===== config.mk =====
export PLATFORM = sky130hd
export DESIGN_NAME = pic_ctrl_flat
export DESIGN_NICKNAME = d
export VERILOG_FILES = /design/src/pic_pkg.sv /design/src/pic_if.sv /design/src/pic_ctrl.sv /design/src/flat_wrapper.sv
export VERILOG_INCLUDE_DIRS = /design/src
export SDC_FILE = /design/constraint.sdc
export NUM_CORES = 1
export LEC_CHECK = 0
export BUFFER_PORTS_ARGS = -buffer_cell sky130_fd_sc_hd__buf_4
export CORE_MARGIN = 8
export CORE_UTILIZATION = 35
export CTS_CLUSTER_DIAMETER = 60
export DETAILED_ROUTE_END_ITERATION = 10
export GPL_TIMING_DRIVEN = 0
export PLACE_DENSITY_LB_ADDON = 0.1
export SYNTH_ARGS = -nofsm -noshare
export SYNTH_HDL_FRONTEND = slang
export SYNTH_SLANG_ARGS = --single-unit

===== constraint.sdc =====
create_clock -name mclk -period 95.3 [get_ports mclk]
set_input_delay 0 -clock mclk [delete_from_list [all_inputs] [get_ports mclk]]
set_output_delay 0 -clock mclk [all_outputs]
set_load 0.02 [all_outputs]

===== src/pic_defines.svh =====
`ifndef PIC_DEFINES_SVH
`define PIC_DEFINES_SVH

// ----------------------------------------------------------------------
// Register map
// ----------------------------------------------------------------------
`define PIC_DVEC_BASE   8'h80   // Four DMA start vector registers
`define PIC_CLR_ADDR    8'h88   // Flag clear register, write a vector
`define PIC_PRI_BASE    8'h90   // First priority register (ch 0 and 1)

// ----------------------------------------------------------------------
// Priority register fields
// ----------------------------------------------------------------------
`define PIC_LO_LVL      2:0     // Level of even channel
`define PIC_LO_FLAG     3       // Request flag of even channel
`define PIC_HI_LVL      6:4     // Level of odd channel
`define PIC_HI_FLAG     7       // Request flag of odd channel

// ----------------------------------------------------------------------
// Levels, vectors and reset values
// ----------------------------------------------------------------------
`define PIC_LVL_OFF     3'h0    // Disabled level
`define PIC_LVL_DIS7    3'h7    // Also disabled for maskable sources
`define PIC_LVL_DMA     3'h6    // Level of a DMA routed request
`define PIC_LVL_NMI     3'h7    // Fixed watchdog level
`define PIC_VEC_NONE    6'h00   // Empty start vector
`define PIC_VEC_NMI     6'h3f   // Watchdog vector
`define PIC_LVL_RST     3'h0    // Level after reset
`define PIC_MASK_RST    3'h7    // CPU mask after reset
`define PIC_ACK_GAP     2'h2    // Cycles the CPU waits after an accept

`endif


===== src/pic_pkg.sv =====
package pic_pkg;
  typedef logic [2:0] pic_lvl_t;  // Priority level
  typedef logic [5:0] pic_vec_t;  // Vector, channel plus one
  typedef logic [1:0] pic_dch_t;  // DMA channel number
  typedef logic [7:0] pic_byte_t; // Register byte
endpackage


===== src/pic_if.sv =====
`timescale 1ns/1ps
`default_nettype none
interface pic_if;
  import pic_pkg::*;
  logic      int_req;   // Request presented to the CPU
  pic_lvl_t  int_level; // Its level
  pic_vec_t  int_vec;   // Its vector
  logic      int_dma;   // Request is routed to DMA
  pic_dch_t  int_dch;   // DMA channel of the request
  logic      int_ack;   // CPU reads the vector, one cycle
  pic_vec_t  ack_vec;   // Vector being read
  logic      dma_done;  // DMA burst ended, one cycle
  pic_dch_t  done_dch;  // Channel that ended
  logic      reg_wr;    // Register write strobe
  logic      reg_rd;    // Register read strobe
  pic_byte_t reg_addr;  // Register address
  pic_byte_t reg_wdata; // Write data
  pic_byte_t reg_rdata; // Read data, one cycle after reg_rd
  modport dev (output int_req, int_level, int_vec, int_dma, int_dch,
               reg_rdata,
               input int_ack, ack_vec, dma_done, done_dch, reg_wr,
               reg_rd, reg_addr, reg_wdata);
  modport cpu (input int_req, int_level, int_vec, int_dma, int_dch,
               reg_rdata,
               output int_ack, ack_vec, dma_done, done_dch, reg_wr,
               reg_rd, reg_addr, reg_wdata);
endinterface
`default_nettype wire


===== src/pic_ctrl.sv =====
// What this block does
// - 36 channels: flag, level, DMA vector link
// - Flag holds peripheral request until cleared
// - Clear on reset, vector read, clear write
// - Clear on DMA accept and burst end
// - Per-source writable level, zero to seven
// - Level zero or seven never forwarded unless routed to DMA
// - Watchdog request always at level seven
// - Equal maskable levels: lowest vector wins
// - Bits three and seven show flags
// - Present only best request, level, vector
// - CPU accepts only level above mask
// - CPU mask becomes accepted level plus one, max seven; DMA accept leaves it
// - Nested requests above mask accepted
// - Return restores saved mask
// - Four start vectors route sources to DMA
// - Software sets DMA parameters before enabling
// - DMA requests raised at level six
// - Several DMA requests: lowest channel first
`timescale 1ns/1ps
`default_nettype none
`include "pic_defines.svh"
module pic_ctrl #(
  parameter int NCH  = 36,  // Number of maskable channels
  parameter int NDMA = 4    // Number of DMA start vectors
) (
  input  wire logic           mclk,     // System clock
  input  wire logic           resetn,   // Asynchronous reset, low
  input  wire logic [NCH-1:0] src_req,  // Peripheral request pulses
  input  wire logic           wdt_req,  // Watchdog request pulse
  pic_if.dev                  bus       // Link to the CPU end
);
  import pic_pkg::*;

  // --------------------------------------------------------------------
  // Storage
  // --------------------------------------------------------------------
  logic [NCH-1:0] flag_q;           // Request flags
  pic_lvl_t       lvl_q [NCH];      // Programmed levels
  pic_vec_t       dvec_q [NDMA];    // DMA start vectors
  logic           wdt_q;            // Watchdog flag
  logic [NCH-1:0] clr;              // Clear strobes this cycle
  logic [NCH-1:0] routed;           // Channel named by a start vector
  logic [NDMA-1:0] dpend;           // DMA channel has a pending source
  logic           wdt_clr;          // Watchdog flag read by CPU

  // --------------------------------------------------------------------
  // Helpers
  // --------------------------------------------------------------------
  // Channel number to vector
  function automatic pic_vec_t ch2vec(input int ch);
    return pic_vec_t'(ch + 1);
  endfunction

  // Vector names a maskable channel
  function automatic logic vec_ok(input pic_vec_t v);
    return (v != `PIC_VEC_NONE) && (int'(v) <= NCH);
  endfunction

  // Address hits priority register, returns its index
  function automatic logic pri_hit(input pic_byte_t a, output int idx);
    idx = int'(a) - int'(`PIC_PRI_BASE);
    return (a >= `PIC_PRI_BASE) && (idx < NCH / 2);
  endfunction

  // --------------------------------------------------------------------
  // Clear events and DMA routing
  // --------------------------------------------------------------------
  // Gathers every clear source for each flag
  always_comb begin
    clr     = '0;
    routed  = '0;
    dpend   = '0;
    wdt_clr = bus.int_ack && (bus.ack_vec == `PIC_VEC_NMI);
    for (int i = 0; i < NCH; i++) begin
      // Vector read after accept, normal or DMA
      if (bus.int_ack && bus.ack_vec == ch2vec(i)) begin
        clr[i] = 1'b1;
      end
      // Software clear by writing the vector
      if (bus.reg_wr && bus.reg_addr == `PIC_CLR_ADDR &&
          bus.reg_wdata[5:0] == ch2vec(i)) begin
        clr[i] = 1'b1;
      end
    end
    for (int n = 0; n < NDMA; n++) begin
      if (vec_ok(dvec_q[n])) begin
        routed[int'(dvec_q[n]) - 1] = 1'b1;
        dpend[n] = flag_q[int'(dvec_q[n]) - 1];
        // Burst end clears the flag of its source
        if (bus.dma_done && bus.done_dch == pic_dch_t'(n)) begin
          clr[int'(dvec_q[n]) - 1] = 1'b1;
        end
      end
    end
  end

  // --------------------------------------------------------------------
  // Request flags
  // --------------------------------------------------------------------
  // A new request wins over a clear in the same cycle
  always_ff @(posedge mclk or negedge resetn) begin
    if (!resetn) begin
      flag_q <= '0;
    end else begin
      flag_q <= (flag_q & ~clr) | src_req;
    end
  end

  // Watchdog flag, same discipline
  always_ff @(posedge mclk or negedge resetn) begin
    if (!resetn) begin
      wdt_q <= 1'b0;
    end else begin
      wdt_q <= (wdt_q && !wdt_clr) || wdt_req;
    end
  end

  // --------------------------------------------------------------------
  // Level and start vector registers
  // --------------------------------------------------------------------
  // Two levels per priority register, even channel low nibble
  always_ff @(posedge mclk or negedge resetn) begin
    int idx;
    idx = 0;
    if (!resetn) begin
      for (int i = 0; i < NCH; i++) begin
        lvl_q[i] <= `PIC_LVL_RST;
      end
    end else if (bus.reg_wr && pri_hit(bus.reg_addr, idx)) begin
      lvl_q[2*idx]   <= bus.reg_wdata[`PIC_LO_LVL];
      lvl_q[2*idx+1] <= bus.reg_wdata[`PIC_HI_LVL];
    end
  end

  // Start vectors; a burst end empties its register
  always_ff @(posedge mclk or negedge resetn) begin
    if (!resetn) begin
      for (int n = 0; n < NDMA; n++) begin
        dvec_q[n] <= `PIC_VEC_NONE;
      end
    end else begin
      for (int n = 0; n < NDMA; n++) begin
        if (bus.reg_wr &&
            bus.reg_addr == `PIC_DVEC_BASE + pic_byte_t'(n)) begin
          dvec_q[n] <= bus.reg_wdata[5:0];
        end else if (bus.dma_done && bus.done_dch == pic_dch_t'(n)) begin
          dvec_q[n] <= `PIC_VEC_NONE;
        end
      end
    end
  end

  // --------------------------------------------------------------------
  // Register read
  // --------------------------------------------------------------------
  // Read data lands one cycle after the strobe; unmapped reads zero
  always_ff @(posedge mclk or negedge resetn) begin
    int idx;
    idx = 0;
    if (!resetn) begin
      bus.reg_rdata <= '0;
    end else if (bus.reg_rd) begin
      bus.reg_rdata <= '0;
      if (pri_hit(bus.reg_addr, idx)) begin
        bus.reg_rdata <= {flag_q[2*idx+1], lvl_q[2*idx+1],
                          flag_q[2*idx], lvl_q[2*idx]};
      end else if (bus.reg_addr >= `PIC_DVEC_BASE &&
                   bus.reg_addr < `PIC_DVEC_BASE + pic_byte_t'(NDMA)) begin
        bus.reg_rdata <= {2'h0,
          dvec_q[int'(bus.reg_addr - `PIC_DVEC_BASE)]};
      end
    end
  end

  // --------------------------------------------------------------------
  // Arbitration
  // --------------------------------------------------------------------
  pic_lvl_t best_lvl; // Best maskable level, zero if none
  int       best_ch;  // Its channel
  logic     dma_any;  // Some DMA channel pending
  int       dma_n;    // Lowest pending DMA channel
  int       dma_ch;   // Its source channel
  logic     take_dma; // DMA request beats the maskable one

  // Picks the best maskable and the best DMA request
  always_comb begin
    best_lvl = `PIC_LVL_OFF;
    best_ch  = 0;
    dma_any  = 1'b0;
    dma_n    = 0;
    dma_ch   = 0;
    for (int i = 0; i < NCH; i++) begin
      // Levels 0 and 7 never compete; strict compare keeps low vector
      if (flag_q[i] && !routed[i] && lvl_q[i] != `PIC_LVL_OFF &&
          lvl_q[i] != `PIC_LVL_DIS7 && lvl_q[i] > best_lvl) begin
        best_lvl = lvl_q[i];
        best_ch  = i;
      end
    end
    for (int n = NDMA - 1; n >= 0; n--) begin
      if (dpend[n]) begin
        dma_any = 1'b1;
        dma_n   = n;
        dma_ch  = int'(dvec_q[n]) - 1;
      end
    end
    // DMA sits at level six; a level-six tie goes to the lower vector
    take_dma = dma_any && (best_lvl < `PIC_LVL_DMA || dma_ch < best_ch);
  end

  // --------------------------------------------------------------------
  // Presented request
  // --------------------------------------------------------------------
  // Refreshed every cycle from the current flags
  always_ff @(posedge mclk or negedge resetn) begin
    if (!resetn) begin
      bus.int_req   <= 1'b0;
      bus.int_level <= `PIC_LVL_OFF;
      bus.int_vec   <= `PIC_VEC_NONE;
      bus.int_dma   <= 1'b0;
      bus.int_dch   <= '0;
    end else if (wdt_q) begin
      bus.int_req   <= 1'b1;
      bus.int_level <= `PIC_LVL_NMI;
      bus.int_vec   <= `PIC_VEC_NMI;
      bus.int_dma   <= 1'b0;
      bus.int_dch   <= '0;
    end else if (take_dma) begin
      bus.int_req   <= 1'b1;
      bus.int_level <= `PIC_LVL_DMA;
      bus.int_vec   <= ch2vec(dma_ch);
      bus.int_dma   <= 1'b1;
      bus.int_dch   <= pic_dch_t'(dma_n);
    end else begin
      bus.int_req   <= (best_lvl != `PIC_LVL_OFF);
      bus.int_level <= best_lvl;
      bus.int_vec   <= ch2vec(best_ch);
      bus.int_dma   <= 1'b0;
      bus.int_dch   <= '0;
    end
  end
endmodule
`default_nettype wire


===== src/flat_wrapper.sv =====
// flat-port wrapper written by rule: the top's interface ports become plain ports
module pic_ctrl_flat import pic_pkg::*;
#(
  parameter int NCH  = 36,                                
  parameter int NDMA = 4                                  
)
  (mclk, resetn, src_req, wdt_req, bus_int_req, bus_int_level, bus_int_vec, bus_int_dma, bus_int_dch, bus_reg_rdata, bus_int_ack, bus_ack_vec, bus_dma_done, bus_done_dch, bus_reg_wr, bus_reg_rd, bus_reg_addr, bus_reg_wdata);
  pic_if bus_i ();
  input  wire logic mclk;
  input  wire logic resetn;
  input  wire logic [NCH-1:0] src_req;
  input  wire logic wdt_req;
  output wire logic [$bits(bus_i.int_req)-1:0] bus_int_req;
  output wire logic [$bits(bus_i.int_level)-1:0] bus_int_level;
  output wire logic [$bits(bus_i.int_vec)-1:0] bus_int_vec;
  output wire logic [$bits(bus_i.int_dma)-1:0] bus_int_dma;
  output wire logic [$bits(bus_i.int_dch)-1:0] bus_int_dch;
  output wire logic [$bits(bus_i.reg_rdata)-1:0] bus_reg_rdata;
  input wire logic [$bits(bus_i.int_ack)-1:0] bus_int_ack;
  input wire logic [$bits(bus_i.ack_vec)-1:0] bus_ack_vec;
  input wire logic [$bits(bus_i.dma_done)-1:0] bus_dma_done;
  input wire logic [$bits(bus_i.done_dch)-1:0] bus_done_dch;
  input wire logic [$bits(bus_i.reg_wr)-1:0] bus_reg_wr;
  input wire logic [$bits(bus_i.reg_rd)-1:0] bus_reg_rd;
  input wire logic [$bits(bus_i.reg_addr)-1:0] bus_reg_addr;
  input wire logic [$bits(bus_i.reg_wdata)-1:0] bus_reg_wdata;
  assign bus_int_req = bus_i.int_req;
  assign bus_int_level = bus_i.int_level;
  assign bus_int_vec = bus_i.int_vec;
  assign bus_int_dma = bus_i.int_dma;
  assign bus_int_dch = bus_i.int_dch;
  assign bus_reg_rdata = bus_i.reg_rdata;
  assign bus_i.int_ack = bus_int_ack;
  assign bus_i.ack_vec = bus_ack_vec;
  assign bus_i.dma_done = bus_dma_done;
  assign bus_i.done_dch = bus_done_dch;
  assign bus_i.reg_wr = bus_reg_wr;
  assign bus_i.reg_rd = bus_reg_rd;
  assign bus_i.reg_addr = bus_reg_addr;
  assign bus_i.reg_wdata = bus_reg_wdata;
  pic_ctrl #(.NCH(NCH), .NDMA(NDMA)) u_core (.mclk(mclk), .resetn(resetn), .src_req(src_req), .wdt_req(wdt_req), .bus(bus_i));
endmodule

==> impl_summary.md <==
Yosys
The area share of the largest cell type after synthesis is 23.5%. Averaged over all synthesized cells, the footprint is 8.40 um^2. Counting flops with an async set or reset pin after synthesis yields a share of 100%. The commonest register cell after synthesis is sky130_fd_sc_hd__dfrtp_1. The total of flip-flops plus latches after synthesis is 190. The synthesized design contains 0 enable-type register cells. Synthesis handed over a netlist of 2,405 instances. The synthesis warning total is 0.

The cell accounting for the most synthesized area is sky130_fd_sc_hd__dfrtp_1. By area the synthesized netlist is led by sky130_fd_sc_hd__dfrtp_1 (24%), sky130_fd_sc_hd__mux4_2 (9.4%), sky130_fd_sc_hd__mux2_2 (5.9%). The number of different library cells in the post-synthesis netlist is 119. The cell area after synthesis is 20,200 um^2.

When the netlist entered floorplanning its net count stood at 2,530. The part of the Yosys area used for sequential elements is 23.5%.

Setup path
The startpoint type of the worst setup path is a flop. The worst setup path is captured at a flop. The start-to-end type of the worst setup path is reg -> reg. Along the worst path, the maximum fanout reaches 10. The largest single stage delay on the critical path is 1160 ps. Data arrives at the worst endpoint at 55,940 ps. The library cell appearing most often on the critical path is sky130_fd_sc_hd__nor2_1. The slowest stage of the critical path is the sky130_fd_sc_hd__nor2_1 cell.

The endpoint required time on the critical path is 95,690 ps.

Pwr
The total power after layout is 0.191 mW. VDD sags by at most 0.0000155 V. The net switching fraction of the power is 31.6%. The leakage power is 8.84 nW. The combinational fraction of design power is 16.0%. The fraction of power consumed by the clock network is 41.1%. The cell-internal power is 0.131 mW.

The share of power burned in registers is 42.9%. In this run the power spent charging and discharging nets is 0.0606 mW. Dividing total power by cell area gives a power density of 8.30 nW/um^2.

Clock network
Counting along the longest clock path gives a buffer depth of 2. The H-tree depth is 4. Gates resized during post-CTS repair numbered 0. The clock drives 190 sinks.

The number of buffers inserted during clock tree synthesis is 17. TritonCTS built the clock tree. Clock latency on the worst-skew pair, taken at its later pin, is 520 ps. Post-CTS timing repair inserted 0 buffers for setup.

Clock-pin slew was measured on the worst setup and hold paths at 80 ps. The cell chosen for the clock root is sky130_fd_sc_hd__clkbuf_16.

Place
The number of I/O port buffers is 82. Routability-driven placement finished with a final weighted congestion of 1.02. The cell area after placement is 22,000 um^2. The total half-perimeter wirelength after legalization and detailed placement is 82,600 um.

STA
The setup TNS after final layout is 0 ps. The hold violation count in the final report is 0. The clock arrives with 24.8 ps of skew.

The slew at the pin closest to its max-slew limit is 1590 ps. For this run, the top clock speed supported by timing is 0.0180 GHz. The remaining max-slew budget at the tightest pin is -6.30%.

Dividing the final minimum period by the clock period gives 58.3%. Setup repair after global routing left no endpoint under its margin. The clock period minus final worst setup slack is 55,550 ps. The total of endpoints with negative setup slack in the final report is 0. The number of pins with negative max-slew slack in the final report is 25.

Final layout
The top cell types in the final layout, fill and taps aside, are sky130_fd_sc_hd__nand2_1 (281), sky130_fd_sc_hd__dfrtp_1 (190), sky130_fd_sc_hd__nor2_1 (182). Across the whole layout, storage elements account for 4750 um^2. The filler cells instantiated in the layout total 5,856. Summing all non-filler instances in the final layout gives an area of 23,100 um^2.

The number of nets in the layout is 2,688. The share of post-route cells with drive strength above 1 is 17.5%. The area growth from synthesis to layout is 14.2%.

The multi-input combinational cells in the finished layout cover a total of 14,600 um^2. Leaving out fill and tap cells, the most frequent cell in the layout is sky130_fd_sc_hd__nand2_1.

Detailed routing
The average via count per standard cell is 6.58. Detailed routing placed a total of 45,600 um of wire on met2. The number of violations reported at the end of detailed-routing iteration 0 is 2,420. The topmost layer with routed signal wires is met5.

In the detailed route, the total length drawn on met3 is 10,900 um. The count of nets left with antenna violations once routing finished came out at 0. The total via count after detailed routing is 22,000. Wires add up to 107,000 um. The post-detailed-route wirelength per cell is 31.9 um.

The pre-antenna-repair detailed-routing pass consisted of 6 iterations. The number of design rule violations left after detail routing is 0. In the final routing, the length of wire on met1 measures 43,300 um.

Die
The area of the die is 65,700 um^2. The starting utilization of the core area is 35.2%. The die width is 256 um. In this run the core area contains 88 standard-cell rows. The overall die height is 256 um. The placeable core region is 57,400 um^2. 88 I/O pins were placed.

Run status
The checks that failed: max-capacitance violations, max-slew violations. The run finished, with violations left.

GRT
The number of antenna violations at the first check in global routing is 3. Global routing used 31.5% of the available tracks across all layers. The global-route wire length before repair is 152,000 um. The largest net degree at the start of global routing is 103.

The total congestion overflow is 0. The via count of the first global-routing pass came to 21,100.

Flow run
The tool flagged a number of max-cap violations equal to 3.

Min path
The tightest min-delay check is of the in -> reg type.
-- worst max-delay path: cells and delay by family, from the launching register on --
kind / cells / cell delay [ps]
compound gates: 91 / 19560
simple gates: 96 / 16560
fa+ha+maj: 51 / 15240
mux: 7 / 2320
buf+inv: 9 / 1170
flops: 1 / 530
-- final timing paths --
kind	from	to	slack [ps]	cells after the start
max	u_core.dvec_q[12]	u_core.bus.int_vec[4]	39750	254
min	bus_reg_wr	u_core.dvec_q[15]	30	4
max reg2reg	u_core.dvec_q[12]	u_core.bus.int_vec[4]	39750	254
min reg2reg	u_core.bus.reg_rdata[6]	u_core.bus.reg_rdata[6]	540	2
max in group asynchronous	resetn	u_core.lvl_q[27]	94100	3
min in group asynchronous	resetn	u_core.dvec_q[10]	90	2
-- power by group through the flow --
stage / Combinational [mW] / Clock [mW] / Sequential [mW]
floorplan: 0.0132 / 0 / 0.0836
global placement: 0.0277 / 0 / 0.0837
detailed placement: 0.0285 / 0 / 0.0837
CTS: 0.0300 / 0.0811 / 0.0821
global route: 0.0321 / 0.0828 / 0.0822
finish: 0.0306 / 0.0788 / 0.0822
-- registers in the layout, summed over array words and instances (netlist names) --
name,count
u_core.bus.int_req,1
u_core.dvec_q,24
u_core.bus.reg_rdata,8
u_core.bus.int_level,3
u_core.lvl_q,108
u_core.bus.int_dma,1
u_core.bus.int_dch,2
u_core.flag_q,36
u_core.wdt_q,1
u_core.bus.int_vec,6
-- layout make-up --
cell class / count / share of cell area [%]
Clock inverter: 13 / 0.667
Sequential cell: 190 / 20.6
Buffer: 119 / 2.12
Multi-Input combinational cell: 1990 / 63.5
Clock buffer: 19 / 1.92
Inverter: 106 / 1.73
Timing Repair Buffer: 139 / 5.31
Antenna cell: 1 / 0.0109
Tap cell: 765 / 4.15
-- through the flow --
stage                     cells  hold slack [ps]  setup WS (ps)  utilization, %
after floorplan            2405             -296          48150               -
after global placement     3252              202          40280            38.0
after detailed placement   3265             72.4          40370            38.4
after CTS                  3341            0.503          40240            40.2
after global routing       3341             78.0          35540            40.2
final                      3342             33.8          39750            40.2
-- metal layers --
metal	GRT usage [%]	up-vias
li1	-	9568
met1	40.3	10900
met2	47.5	1236
met3	8.64	305
met4	17.6	2
met5	0	-
-- kinds of logic (layout without fill, tap and decap cells) --
group	count (synthesis)	after routing	synth area share, %
fa+ha+maj	80	80	4.69
mux	216	216	16.6
other cells	0	1	0
buf+inv	225	396	4.38
xor+xnor	21	21	0.911
flops	190	190	23.5
compound gates	692	692	25.5
simple gates	981	981	24.4
-- what timing repair did --
| action | CTS | global route |
|---|---|---|
| endpoints found under the setup margin | 0 | 0 |
| endpoints found under the hold margin | 145 | 0 |
| hold buffers | 44 | 0 |
-- cells in the mapped netlist (26+ instances only) --
library cell / instances
sky130_fd_sc_hd__a21o_1: 36
sky130_fd_sc_hd__o211ai_1: 35
sky130_fd_sc_hd__nand3_1: 137
sky130_fd_sc_hd__mux4_2: 84
sky130_fd_sc_hd__nor2_1: 183
sky130_fd_sc_hd__ha_1: 58
sky130_fd_sc_hd__inv_1: 104
sky130_fd_sc_hd__mux2i_1: 26
sky130_fd_sc_hd__mux2_2: 106
sky130_fd_sc_hd__dfrtp_1: 190
sky130_fd_sc_hd__clkbuf_1: 86
sky130_fd_sc_hd__and3_1: 33
sky130_fd_sc_hd__a21oi_1: 100
sky130_fd_sc_hd__or2_2: 31
sky130_fd_sc_hd__nor3_1: 50
sky130_fd_sc_hd__a22oi_1: 46
sky130_fd_sc_hd__and2_1: 30
sky130_fd_sc_hd__a221oi_1: 36
sky130_fd_sc_hd__or3_1: 53
sky130_fd_sc_hd__nor2b_1: 33
sky130_fd_sc_hd__o221ai_1: 41
sky130_fd_sc_hd__nand2b_1: 37
sky130_fd_sc_hd__nand2_1: 281
sky130_fd_sc_hd__o21ai_0: 79
sky130_fd_sc_hd__a31oi_1: 33
(Power assumes the default switching activity.)
